File: config.mk
export PLATFORM = sky130hd
export DESIGN_NAME = e3rxo_top
export DESIGN_NICKNAME = d
export VERILOG_FILES = /design/src/shared/e3rxo_pkg.sv /design/src/logic/e3rxo_top.sv /design/src/logic/e3rxo_err_counter.sv
export VERILOG_INCLUDE_DIRS = /design/src /design/src/shared
export SDC_FILE = /design/constraint.sdc
export NUM_CORES = 1
export LEC_CHECK = 0
export BUFFER_PORTS_ARGS = -buffer_cell sky130_fd_sc_hd__buf_2
export CAP_MARGIN = 25
export CORE_ASPECT_RATIO = 0.7
export CORE_UTILIZATION = 55
export DETAILED_ROUTE_END_ITERATION = 6
export GPL_ROUTABILITY_DRIVEN = 0
export PLACE_DENSITY = 0.75
export SYNTH_ARGS = -nofsm -noshare
export SYNTH_HDL_FRONTEND = slang
export SYNTH_SLANG_ARGS = --single-unit
File: constraint.sdc
create_clock -name CLK -period 2.1 [get_ports CLK]
set_input_delay 0.63 -clock CLK [delete_from_list [all_inputs] [get_ports CLK]]
set_output_delay 0.63 -clock CLK [all_outputs]
set_load 0.03 [all_outputs]
File: src/shared/e3rxo_defines.svh
// register offsets, field positions, reset values and widths
`ifndef E3RXO_DEFINES_SVH
`define E3RXO_DEFINES_SVH

`define E3RXO_ADDR_W 10
`define E3RXO_DATA_W 16
`define E3RXO_CNT_W 16
`define E3RXO_NUM_CNT 3

`define E3RXO_ADDR_NRGC 10'h132
`define E3RXO_ADDR_FRM_CNT 10'h134
`define E3RXO_ADDR_PAR_CNT 10'h136
`define E3RXO_ADDR_REI_CNT 10'h138
`define E3RXO_ADDR_STATUS 10'h13A
`define E3RXO_ADDR_MASK 10'h13C
`define E3RXO_ADDR_CTRL 10'h13E

`define E3RXO_GC_HI 15
`define E3RXO_GC_LO 8
`define E3RXO_NR_HI 7
`define E3RXO_NR_LO 0

`define E3RXO_ST_FRM_CNT 0
`define E3RXO_ST_PAR_CNT 1
`define E3RXO_ST_REI_CNT 2
`define E3RXO_ST_NR_CHG 6
`define E3RXO_ST_GC_CHG 7
`define E3RXO_ST_FRM_EVT 8
`define E3RXO_ST_PAR_EVT 9
`define E3RXO_ST_REI_EVT 10
`define E3RXO_ST_USED 16'h07C7

`define E3RXO_CTRL_PSUM 0
`define E3RXO_CTRL_USED 16'h0001

`define E3RXO_RST_REG 16'h0000
`define E3RXO_CNT_MAX 16'hFFFF

`endif

File: src/shared/e3rxo_pkg.sv
// types shared by the receive overhead counter block
package e3rxo_pkg;

    // line side events and overhead bytes
    typedef struct packed {
        logic framing_err;
        logic parity_err;
        logic remote_err;
        logic ovh_valid;
        logic [7:0] received_nr_byte;
        logic [7:0] received_gc_byte;
    } e3rxo_line_type;

    // one-hot register select
    typedef enum logic [7:0] {
        SEL_NONE = 8'h01,
        SEL_NRGC = 8'h02,
        SEL_FRM = 8'h04,
        SEL_PAR = 8'h08,
        SEL_REI = 8'h10,
        SEL_STAT = 8'h20,
        SEL_MASK = 8'h40,
        SEL_CTRL = 8'h80
    } e3rxo_sel_type;

endpackage

File: src/logic/e3rxo_top.sv
// receive overhead byte and error count register group
//
// The address-and-strobe port was chosen for this implementation.
`timescale 1ns/10ps
`include "e3rxo_defines.svh"

module e3rxo_top
    import e3rxo_pkg::*;
(
    input wire logic CLK,
    input wire logic RST_N,
    input wire logic CE,
    input wire logic [`E3RXO_ADDR_W-1:0] ADDR,
    input wire logic [`E3RXO_DATA_W-1:0] WDATA,
    input wire logic WR,
    input wire logic RD,
    output logic [`E3RXO_DATA_W-1:0] RDATA,
    input wire e3rxo_line_type LINE_IN,
    input wire logic MONITOR_LATCH_STROBE,
    output logic IRQ
);

    // =====================================
    // address decode
    function automatic e3rxo_sel_type e3rxo_decode(input logic [`E3RXO_ADDR_W-1:0] a);
        e3rxo_sel_type s;
        s = SEL_NONE;
        unique case (a)
            `E3RXO_ADDR_NRGC: s = SEL_NRGC;
            `E3RXO_ADDR_FRM_CNT: s = SEL_FRM;
            `E3RXO_ADDR_PAR_CNT: s = SEL_PAR;
            `E3RXO_ADDR_REI_CNT: s = SEL_REI;
            `E3RXO_ADDR_STATUS: s = SEL_STAT;
            `E3RXO_ADDR_MASK: s = SEL_MASK;
            `E3RXO_ADDR_CTRL: s = SEL_CTRL;
            default: s = SEL_NONE;
        endcase
        return s;
    endfunction

    e3rxo_sel_type wr_sel;
    e3rxo_sel_type rd_sel;

    assign wr_sel = WR ? e3rxo_decode(ADDR) : SEL_NONE;
    assign rd_sel = RD ? e3rxo_decode(ADDR) : SEL_NONE;

    // =====================================
    // overhead bytes
    logic [`E3RXO_DATA_W-1:0] nr_gc_reg;
    logic nr_change;
    logic gc_change;

    assign nr_change = LINE_IN.ovh_valid &&
        (LINE_IN.received_nr_byte != nr_gc_reg[`E3RXO_NR_HI:`E3RXO_NR_LO]);
    assign gc_change = LINE_IN.ovh_valid &&
        (LINE_IN.received_gc_byte != nr_gc_reg[`E3RXO_GC_HI:`E3RXO_GC_LO]);

    always_ff @(posedge CLK or negedge RST_N) begin
        if (!RST_N) begin
            nr_gc_reg <= `E3RXO_RST_REG;
        end else if (CE && LINE_IN.ovh_valid) begin
            nr_gc_reg[`E3RXO_GC_HI:`E3RXO_GC_LO] <= LINE_IN.received_gc_byte;
            nr_gc_reg[`E3RXO_NR_HI:`E3RXO_NR_LO] <= LINE_IN.received_nr_byte;
        end
    end

    // =====================================
    // error counters
    logic [`E3RXO_NUM_CNT-1:0] err_event;
    logic [`E3RXO_NUM_CNT-1:0] cnt_nonzero;
    logic [`E3RXO_CNT_W-1:0] cnt_reg [`E3RXO_NUM_CNT];

    assign err_event = {LINE_IN.remote_err, LINE_IN.parity_err, LINE_IN.framing_err};

    genvar gi;
    generate
        for (gi = 0; gi < `E3RXO_NUM_CNT; gi++) begin : g_cnt
            // index 0 framing, 1 parity, 2 remote error
            e3rxo_err_counter u_cnt (
                .clk(CLK),
                .rst_n(RST_N),
                .ce(CE),
                .event_in(err_event[gi]),
                .latch_in(MONITOR_LATCH_STROBE),
                .count_reg(cnt_reg[gi]),
                .latch_nonzero(cnt_nonzero[gi])
            );
        end
    endgenerate

    // =====================================
    // interrupt status, mask and control
    logic [`E3RXO_DATA_W-1:0] status_reg;
    logic [`E3RXO_DATA_W-1:0] status_next;
    logic [`E3RXO_DATA_W-1:0] status_set;
    logic [`E3RXO_DATA_W-1:0] status_clr;
    logic [`E3RXO_DATA_W-1:0] mask_reg;
    logic [`E3RXO_DATA_W-1:0] ctrl_reg;

    always_comb begin
        status_set = `E3RXO_RST_REG;
        status_set[`E3RXO_ST_FRM_CNT] = cnt_nonzero[0];
        status_set[`E3RXO_ST_PAR_CNT] = cnt_nonzero[1];
        status_set[`E3RXO_ST_REI_CNT] = cnt_nonzero[2];
        status_set[`E3RXO_ST_NR_CHG] = nr_change;
        status_set[`E3RXO_ST_GC_CHG] = gc_change;
        status_set[`E3RXO_ST_FRM_EVT] = err_event[0];
        status_set[`E3RXO_ST_PAR_EVT] = err_event[1];
        status_set[`E3RXO_ST_REI_EVT] = err_event[2];
    end

    // set wins over write-one-to-clear
    assign status_clr = (wr_sel == SEL_STAT) ? WDATA : `E3RXO_RST_REG;
    assign status_next = ((status_reg & ~status_clr) | status_set) & `E3RXO_ST_USED;

    always_ff @(posedge CLK or negedge RST_N) begin
        if (!RST_N) begin
            status_reg <= `E3RXO_RST_REG;
        end else if (CE) begin
            status_reg <= status_next;
        end
    end

    always_ff @(posedge CLK or negedge RST_N) begin
        if (!RST_N) begin
            mask_reg <= `E3RXO_RST_REG;
        end else if (CE && wr_sel == SEL_MASK) begin
            mask_reg <= WDATA & `E3RXO_ST_USED;
        end
    end

    always_ff @(posedge CLK or negedge RST_N) begin
        if (!RST_N) begin
            ctrl_reg <= `E3RXO_RST_REG;
        end else if (CE && wr_sel == SEL_CTRL) begin
            ctrl_reg <= WDATA & `E3RXO_CTRL_USED;
        end
    end

    // irq needs latched bit, its enable and the port summary enable
    assign IRQ = ctrl_reg[`E3RXO_CTRL_PSUM] && (|(status_reg & mask_reg));

    // =====================================
    // read port
    always_ff @(posedge CLK or negedge RST_N) begin
        if (!RST_N) begin
            RDATA <= `E3RXO_RST_REG;
        end else if (CE) begin
            unique case (rd_sel)
                SEL_NRGC: RDATA <= nr_gc_reg;
                SEL_FRM: RDATA <= cnt_reg[0];
                SEL_PAR: RDATA <= cnt_reg[1];
                SEL_REI: RDATA <= cnt_reg[2];
                SEL_STAT: RDATA <= status_reg;
                SEL_MASK: RDATA <= mask_reg;
                SEL_CTRL: RDATA <= ctrl_reg;
                SEL_NONE: RDATA <= `E3RXO_RST_REG;
            endcase
        end
    end

    // =====================================
    // checks
    property p_gc_upper;
        @(posedge CLK) disable iff (!RST_N)
        (CE && LINE_IN.ovh_valid) |=>
            (nr_gc_reg[15:8] == $past(LINE_IN.received_gc_byte));
    endproperty
    a_gc_upper: assert property (p_gc_upper)
        else $error("gc byte not in upper byte");

    property p_nr_lower;
        @(posedge CLK) disable iff (!RST_N)
        (CE && LINE_IN.ovh_valid) |=>
            (nr_gc_reg[7:0] == $past(LINE_IN.received_nr_byte));
    endproperty
    a_nr_lower: assert property (p_nr_lower)
        else $error("nr byte not in lower byte");

    property p_read_nrgc;
        @(posedge CLK) disable iff (!RST_N)
        (CE && RD && ADDR == `E3RXO_ADDR_NRGC) |=> (RDATA == $past(nr_gc_reg));
    endproperty
    a_read_nrgc: assert property (p_read_nrgc)
        else $error("nr/gc read data wrong");

    property p_frm_count;
        @(posedge CLK) disable iff (!RST_N)
        (CE && MONITOR_LATCH_STROBE) ##1 (CE && MONITOR_LATCH_STROBE && !LINE_IN.framing_err)
            |=> (cnt_reg[0] == {15'h0000, $past(LINE_IN.framing_err, 2)});
    endproperty
    a_frm_count: assert property (p_frm_count)
        else $error("framing count wrong over one-cycle interval");

    property p_read_par;
        @(posedge CLK) disable iff (!RST_N)
        (CE && RD && ADDR == `E3RXO_ADDR_PAR_CNT) |=> (RDATA == $past(cnt_reg[1]));
    endproperty
    a_read_par: assert property (p_read_par)
        else $error("parity count read data wrong");

    property p_read_rei;
        @(posedge CLK) disable iff (!RST_N)
        (CE && RD && ADDR == `E3RXO_ADDR_REI_CNT) |=> (RDATA == $past(cnt_reg[2]));
    endproperty
    a_read_rei: assert property (p_read_rei)
        else $error("remote error count read data wrong");

    property p_frm_stable;
        @(posedge CLK) disable iff (!RST_N)
        !MONITOR_LATCH_STROBE [*2] |-> $stable(cnt_reg[0]);
    endproperty
    a_frm_stable: assert property (p_frm_stable)
        else $error("framing count moved between strobes");

    property p_irq_frm;
        @(posedge CLK) disable iff (!RST_N)
        (status_reg[0] && mask_reg[0] && ctrl_reg[0]) |-> IRQ;
    endproperty
    a_irq_frm: assert property (p_irq_frm)
        else $error("framing count irq missing");

    property p_irq_psum;
        @(posedge CLK) disable iff (!RST_N)
        !ctrl_reg[0] |-> !IRQ;
    endproperty
    a_irq_psum: assert property (p_irq_psum)
        else $error("irq raised without port summary enable");

    property p_set_wins;
        @(posedge CLK) disable iff (!RST_N)
        (CE && LINE_IN.framing_err && WR && ADDR == `E3RXO_ADDR_STATUS && WDATA[8])
            |=> status_reg[8];
    endproperty
    a_set_wins: assert property (p_set_wins)
        else $error("event lost against status clear");

    property p_unmapped;
        @(posedge CLK) disable iff (!RST_N)
        (CE && RD && e3rxo_decode(ADDR) == SEL_NONE) |=> (RDATA == 16'h0000);
    endproperty
    a_unmapped: assert property (p_unmapped)
        else $error("unmapped read not zero");

endmodule // e3rxo_top

File: src/logic/e3rxo_err_counter.sv
// error accumulator with latched count register
`timescale 1ns/10ps
`include "e3rxo_defines.svh"

module e3rxo_err_counter (
    input wire logic clk,
    input wire logic rst_n,
    input wire logic ce,
    input wire logic event_in,
    input wire logic latch_in,
    output logic [`E3RXO_CNT_W-1:0] count_reg,
    output logic latch_nonzero
);

    logic [`E3RXO_CNT_W-1:0] acc_reg;

    // =====================================
    // accumulator
    always_ff @(posedge clk or negedge rst_n) begin
        if (!rst_n) begin
            acc_reg <= `E3RXO_RST_REG;
        end else if (ce) begin
            if (latch_in) begin
                acc_reg <= {{(`E3RXO_CNT_W-1){1'b0}}, event_in};
            end else if (event_in && acc_reg != `E3RXO_CNT_MAX) begin
                acc_reg <= acc_reg + 16'h0001;
            end
        end
    end

    // =====================================
    // visible count
    always_ff @(posedge clk or negedge rst_n) begin
        if (!rst_n) begin
            count_reg <= `E3RXO_RST_REG;
        end else if (ce && latch_in) begin
            count_reg <= acc_reg;
        end
    end

    assign latch_nonzero = latch_in && (acc_reg != `E3RXO_RST_REG);

    // =====================================
    // checks
    property p_cnt_transfer;
        @(posedge clk) disable iff (!rst_n)
        (ce && latch_in) |=> (count_reg == $past(acc_reg));
    endproperty
    a_cnt_transfer: assert property (p_cnt_transfer)
        else $error("count not transferred on latch strobe");

    property p_acc_restart;
        @(posedge clk) disable iff (!rst_n)
        (ce && latch_in) |=> (acc_reg == {15'h0000, $past(event_in)});
    endproperty
    a_acc_restart: assert property (p_acc_restart)
        else $error("accumulator did not restart keeping coincident event");

    property p_cnt_stable;
        @(posedge clk) disable iff (!rst_n)
        !(ce && latch_in) |=> $stable(count_reg);
    endproperty
    a_cnt_stable: assert property (p_cnt_stable)
        else $error("count changed without latch strobe");

endmodule // e3rxo_err_counter

Word-level counts from Yosys, hierarchy flattened
Index checks and enable logic that the tools add are counted.
Widths: inputs -> output; s select.
{"block": "totals", "ff_bits": 145, "latchBits": 0, "ram_bits": 0, "mem_bits_ro": 0, "out_inout_bits": 17, "wordCells": 75, "memories": 0}
{"block": "op_classes", "add_sub_neg": 3, "n_mul": 0, "div": 0, "n_lt_le_gt_ge": 0, "n_eq_ne": 23, "shifts": 0, "muxes": 11, "n_bitwise": 4, "n_reduce_logical": 23}
{"cell": "$pmux 16 s8", "count": 1}
{"cell": "$mux 16", "count": 6}
{"cell": "$eq 10x9->1 const B", "count": 7}
{"cell": "$pmux 8 s7", "count": 1}
{"cell": "$add 16x1->16 const B", "count": 3}
{"cell": "$ne 16x16->1 const B", "count": 3}
{"cell": "$reduce_bool 16->1", "count": 3}
{"cell": "$and 11x11->11", "count": 2}
{"cell": "$eq 8x6->1 const B", "count": 2}
{"cell": "$eq 8x7->1 const B", "count": 2}
{"cell": "$eq 8x8->1 const B", "count": 2}
{"cell": "$mux 8", "count": 2}
{"cell": "$ne 8x8->1", "count": 2}
{"cell": "$reduce_or 16->1", "count": 1}
{"cell": "$logic_and 1x1->1", "count": 13}
{"cell": "$mux 11", "count": 1}
{"cell": "$not 11->11", "count": 1}
{"cell": "$or 11x11->11", "count": 1}
{"cell": "$eq 8x1->1 const B", "count": 1}
{"cell": "$eq 8x2->1 const B", "count": 1}
{"cell": "$eq 8x3->1 const B", "count": 1}
{"cell": "$eq 8x4->1 const B", "count": 1}
{"cell": "$eq 8x5->1 const B", "count": 1}
{"cell": "$reduce_and 2->1", "count": 3}
{"cell": "$reduce_bool 2->1", "count": 3}

Longest topological paths before layout
{"block": "depth", "word_depth": 8, "mapped_depth": 7, "mapped_depth_nobuf": 6}

Cells and area by module
From an unflattened synthesis, not the netlist that was laid out.
{"block": "unflattened", "hier_cells": 806, "area_unflattened_um2": 8130.3}
{"module": "e3rxo_err_counter", "n_inst": 3, "cells_per_inst": 177, "area_per_inst_um2": 1747.9, "seq_area_each_um2": 800.8}
{"module": "e3rxo_top", "n_inst": 1, "cells_per_inst": 275, "area_per_inst_um2": 2886.5, "seq_area_each_um2": 1226.2}

Worst setup path before layout
OpenSTA, ideal clock, no wires.
{"block": "synth_timing", "path_kind": "input to register", "from": "in ADDR[6]", "to": "reg RDATA[0]", "setup_time_ns": 0.065, "t_arrival_ns": 1.959, "required_ns": 2.035, "setup_slack_ns": 0.076, "cell_stages": 6, "path_buffers": 1, "path_cell_list": "nand4bb_1 -> buf_2 -> or2_4 -> or4_1 -> nand4_1 -> o221a_2"}
{"block": "synth_via", "elab_chain_len": 5}
{"item": "from (decl)", "line": "e3rxo_top.sv:13", "text": "input wire logic [`E3RXO_ADDR_W-1:0] ADDR,"}
{"item": "$eq 10x9->1", "line": "e3rxo_top.sv:28", "text": "unique case (a)"}
{"item": "$pmux 8 s7 *", "line": "e3rxo_top.sv:28"}
{"item": "$mux 8 *", "line": "e3rxo_top.sv:45", "text": "assign rd_sel = RD ? e3rxo_decode(ADDR) : SEL_NONE;"}
{"item": "$eq 8x1->1 (tied with other cells)", "line": "e3rxo_top.sv:149", "text": "unique case (rd_sel)"}
{"item": "$pmux 16 s8 *", "line": "e3rxo_top.sv:149"}
{"item": "to (signal assigned)", "line": "e3rxo_top.sv:150", "text": "SEL_NRGC: RDATA <= nr_gc_reg;"}
{"item": "to (signal assigned)", "line": "e3rxo_top.sv:151", "text": "SEL_FRM: RDATA <= cnt_reg[0];"}
{"item": "to (signal assigned)", "line": "e3rxo_top.sv:152", "text": "SEL_PAR: RDATA <= cnt_reg[1];"}
{"item": "to (decl)", "line": "e3rxo_top.sv:17", "text": "output logic [`E3RXO_DATA_W-1:0] RDATA,"}
Mark *: on every way between the ends. The rest lies on a longest branch, timed or not.
A chain may end at the register's enable or synchronous reset.

Worst setup path in the final report
{"block": "layout_timing", "from": "reg status_reg[2]", "to": "out IRQ"}
{"block": "layout_via", "elab_chain_len": 3}
{"item": "from (decl)", "line": "e3rxo_top.sv:93", "text": "logic [`E3RXO_DATA_W-1:0] status_reg;"}
{"item": "from (signal assigned)", "line": "e3rxo_top.sv:118", "text": "status_reg <= `E3RXO_RST_REG;"}
{"item": "from (signal assigned)", "line": "e3rxo_top.sv:120", "text": "status_reg <= status_next;"}
{"item": "$and 11x11->11", "line": "e3rxo_top.sv:141", "text": "assign IRQ = ctrl_reg[`E3RXO_CTRL_PSUM] && (|(status_reg & mask_reg));"}
{"item": "$reduce_or 16->1", "line": "e3rxo_top.sv:141"}
{"item": "$logic_and 1x1->1", "line": "e3rxo_top.sv:141"}
{"item": "to (decl)", "line": "e3rxo_top.sv:20", "text": "output logic IRQ"}
Every way passes these cells.

==> results_dict.tcl <==
set metrics [dict create \
    slew_headroom_pct 60.0 \
    vias_per_cell 6.15 \
    drv_slew 0 \
    vias 6384 \
    die_y_um 98.9 \
    final_core_util_pct 67.3 \
    io_buffers 60 \
    power.density_nw_per_um2 813 \
    crit_start "status_reg[2]" \
    grt_setup_unrepaired "no" \
    clk_latency_ns 0.42 \
    finalPower_uw 7190 \
    grt_remaining_overflow 0 \
    peakVddDrop_uv 685 \
    start_util_pct 56.2 \
    syn_nets 840 \
    power_leakage_uw 0.00400 \
    grt_pass1_vias 6138 \
    finalHoldViolations 0 \
    drv_cap 0 \
    setup_violations 0 \
    grt_use_met1_pct 43.7 \
    drive_above_1_share_pct 21.1 \
    synthTopCellsByArea "dfrtp_1, nand2_1, xor2_1, mux2_2, nor2_1" \
    tritoncts "built" \
    hpwl_mm 13.8 \
    die_w_um 140 \
    yosysTopAreaCellShare_pct 49.2 \
    max_freq_mhz 486 \
    numCtsBuffers 17 \
    critPathCaptureType "output port" \
    worst_pin_slew_ns 0.598 \
    regToRegStartpoint "g_cnt[1].u_cnt.acc_reg[0]" \
    clock-root-buffer "clkbuf_16" \
    grt_max_degree 61 \
    met3_usage_pct 6.27 \
    cp-start-kind "register" \
    grt_use_total_pct 30.3 \
    antenna_left 0 \
    ys_warn_count 0 \
    syn_area_per_cell_sq_um 9.44 \
    fin_skew_ns 0.00863 \
    placedCellCount 1006 \
    rows 35 \
    synth_cells 782 \
    drt-pass1-iter-count 5 \
    required_ns 1.47 \
    fin_nets 917 \
    clk_pin_slew_ns 0.06 \
    fin_ws_ns 0.0423 \
    die-area_sq_um 13900 \
    wl_per_cell_um 19.1 \
    setup_tns_ns 0 \
    synth-seq-cells 145 \
    grt_use_met2_pct 46.0 \
    outcome "finished, final reports clean" \
    hp-class "primary input to async pin" \
    io_pins 69 \
    period_minus_slack_ns 2.06 \
    critPathKind "register to output port" \
    antenna_found_initial 1 \
    synthFlopType "dfrtp_1" \
    crit_arrival_ns 1.43 \
    area_growth_pct 19.8 \
    cts_htree_levels 4 \
    post-place-ws_ns -0.0721 \
    drc 0 \
    cts.sinks 145 \
    yosysTopAreaCell "dfrtp_1" \
    async_flop_share_pct 100 \
    ys_seq_area_share_pct 49.2 \
    busiest_layer "met2" \
    synth.distinct_cells 62 \
    clockBufferDepth 2 \
    diodes 0 \
    core_sq_um 13100 \
    stdcell_count 1038 \
    synth.cell_area_sq_um 7380 \
    drt_iter0_drc 634 \
    synth_edf_count 0 \
    grt_pass1_wl_mm 32.3 \
    wirelength_mm 19.8 \
    finalCritPeriodShare_pct 98.0 \
    cp_max_fo 3 \
]
-- per-layer routing --
metal	vias to the layer above	routed length, um
met5	-	13
met4	2	489
met3	50	1610
met2	297	8910
met1	3141	8820
li1	2894	-
-- worst max-delay path, cell delays in order (launching register included) --
cell and delay [ns]:
dfrtp_1 0.43, a22oi_2 0.23, a41oi_2 0.15, buf_4 0.19
-- final timing paths --
| check | to | slack, ns | cells past startpoint |
|---|---|---|---|
| worst max register to register | g_cnt[1].u_cnt.acc_reg[1] | 0.14 | 6 |
| min in group CLK | mask_reg[2] | 0.46 | 2 |
| worst min-delay path | nr_gc_reg[5] | 0.06 | 1 |
| worst max-delay path | IRQ | 0.04 | 3 |
| max in group asynchronous | g_cnt[0].u_cnt.count_reg[10] | 1.46 | 2 |
| worst min register to register | g_cnt[0].u_cnt.count_reg[5] | 0.48 | 2 |
-- cells in the final DEF (no fill, tap or decap), drive strengths merged, types with 6 or more instances in the layout --
cell | Yosys | final
nor3 | 18 | 18
nand3 | 22 | 22
xnor2 | 17 | 17
a211oi | 9 | 9
mux2i | 9 | 9
mux2 | 26 | 26
a22oi | 21 | 21
nor4 | 21 | 21
nor2 | 63 | 63
dfrtp | 145 | 145
a22o | 7 | 7
clkbuf | 33 | 20
nand2b | 9 | 9
a21oi | 26 | 26
o2bb2ai | 8 | 8
nand2 | 162 | 162
ha | 6 | 6
nand4 | 15 | 15
bufinv | 0 | 6
xor2 | 34 | 34
buf | 15 | 106
or3 | 7 | 7
inv | 13 | 15
o21ai | 26 | 26
o22ai | 9 | 9
-- repair_timing --
action                     in CTS  in global routing
hold buffers                    0                  0
resized for setup               0                  5
hold endpoints to repair        0                  0
setup endpoints to repair       0                  1
buffers inserted                0                  0
-- cell families (layout without fill, tap and decap cells) --
group	Yosys count	count (layout)	share of synthesized area (%)
flip-flops	145	145	49.2
adder cells (fa/ha/maj)	6	6	1.02
AND/OR/NAND/NOR	351	351	23.0
buffers and inverters	61	151	3.32
multiplexers	35	35	5.19
XOR/XNOR	51	51	6.05
AO/OA/AOI/OAI	133	133	12.3
-- metrics by stage --
step	area, sq um	hold WS, ns
finish	8850	0.0568
global route	8850	0.0685
CTS	8820	0.0600
detailed placement	8150	0.466
global placement	8150	0.462
floorplan	7380	0.334
-- cell usage after synthesis (all sizes together) (13+ instances only) --
| master | number |
|---|---|
| mux2 | 26 |
| nor3 | 18 |
| dfrtp | 145 |
| a21oi | 26 |
| nor4 | 21 |
| nor2 | 63 |
| nand4 | 15 |
| xnor2 | 17 |
| a22oi | 21 |
| clkbuf | 33 |
| buf | 15 |
| nand3 | 22 |
| inv | 13 |
| xor2 | 34 |
| o21ai | 26 |
| nand2 | 162 |
-- power by group --
group	leakage [uW]	internal [uW]	switching, uW
Clock	0.000317	2270	1210
Combinational	0.00178	274	409
Sequential	0.00190	2920	118
Total	0.00400	5460	1730
-- layout make-up --
class                   count  area [sq um]
fillers                   991          4290
flip-flops and latches    145          3630
multi-input cells         576          3530
repair buffers            106           754
clock buffers              20           447
clock inverters            12           229
well taps                 166           208
inverters                  13          48.8
No activity file was read; power rests on OpenSTA's default activity.
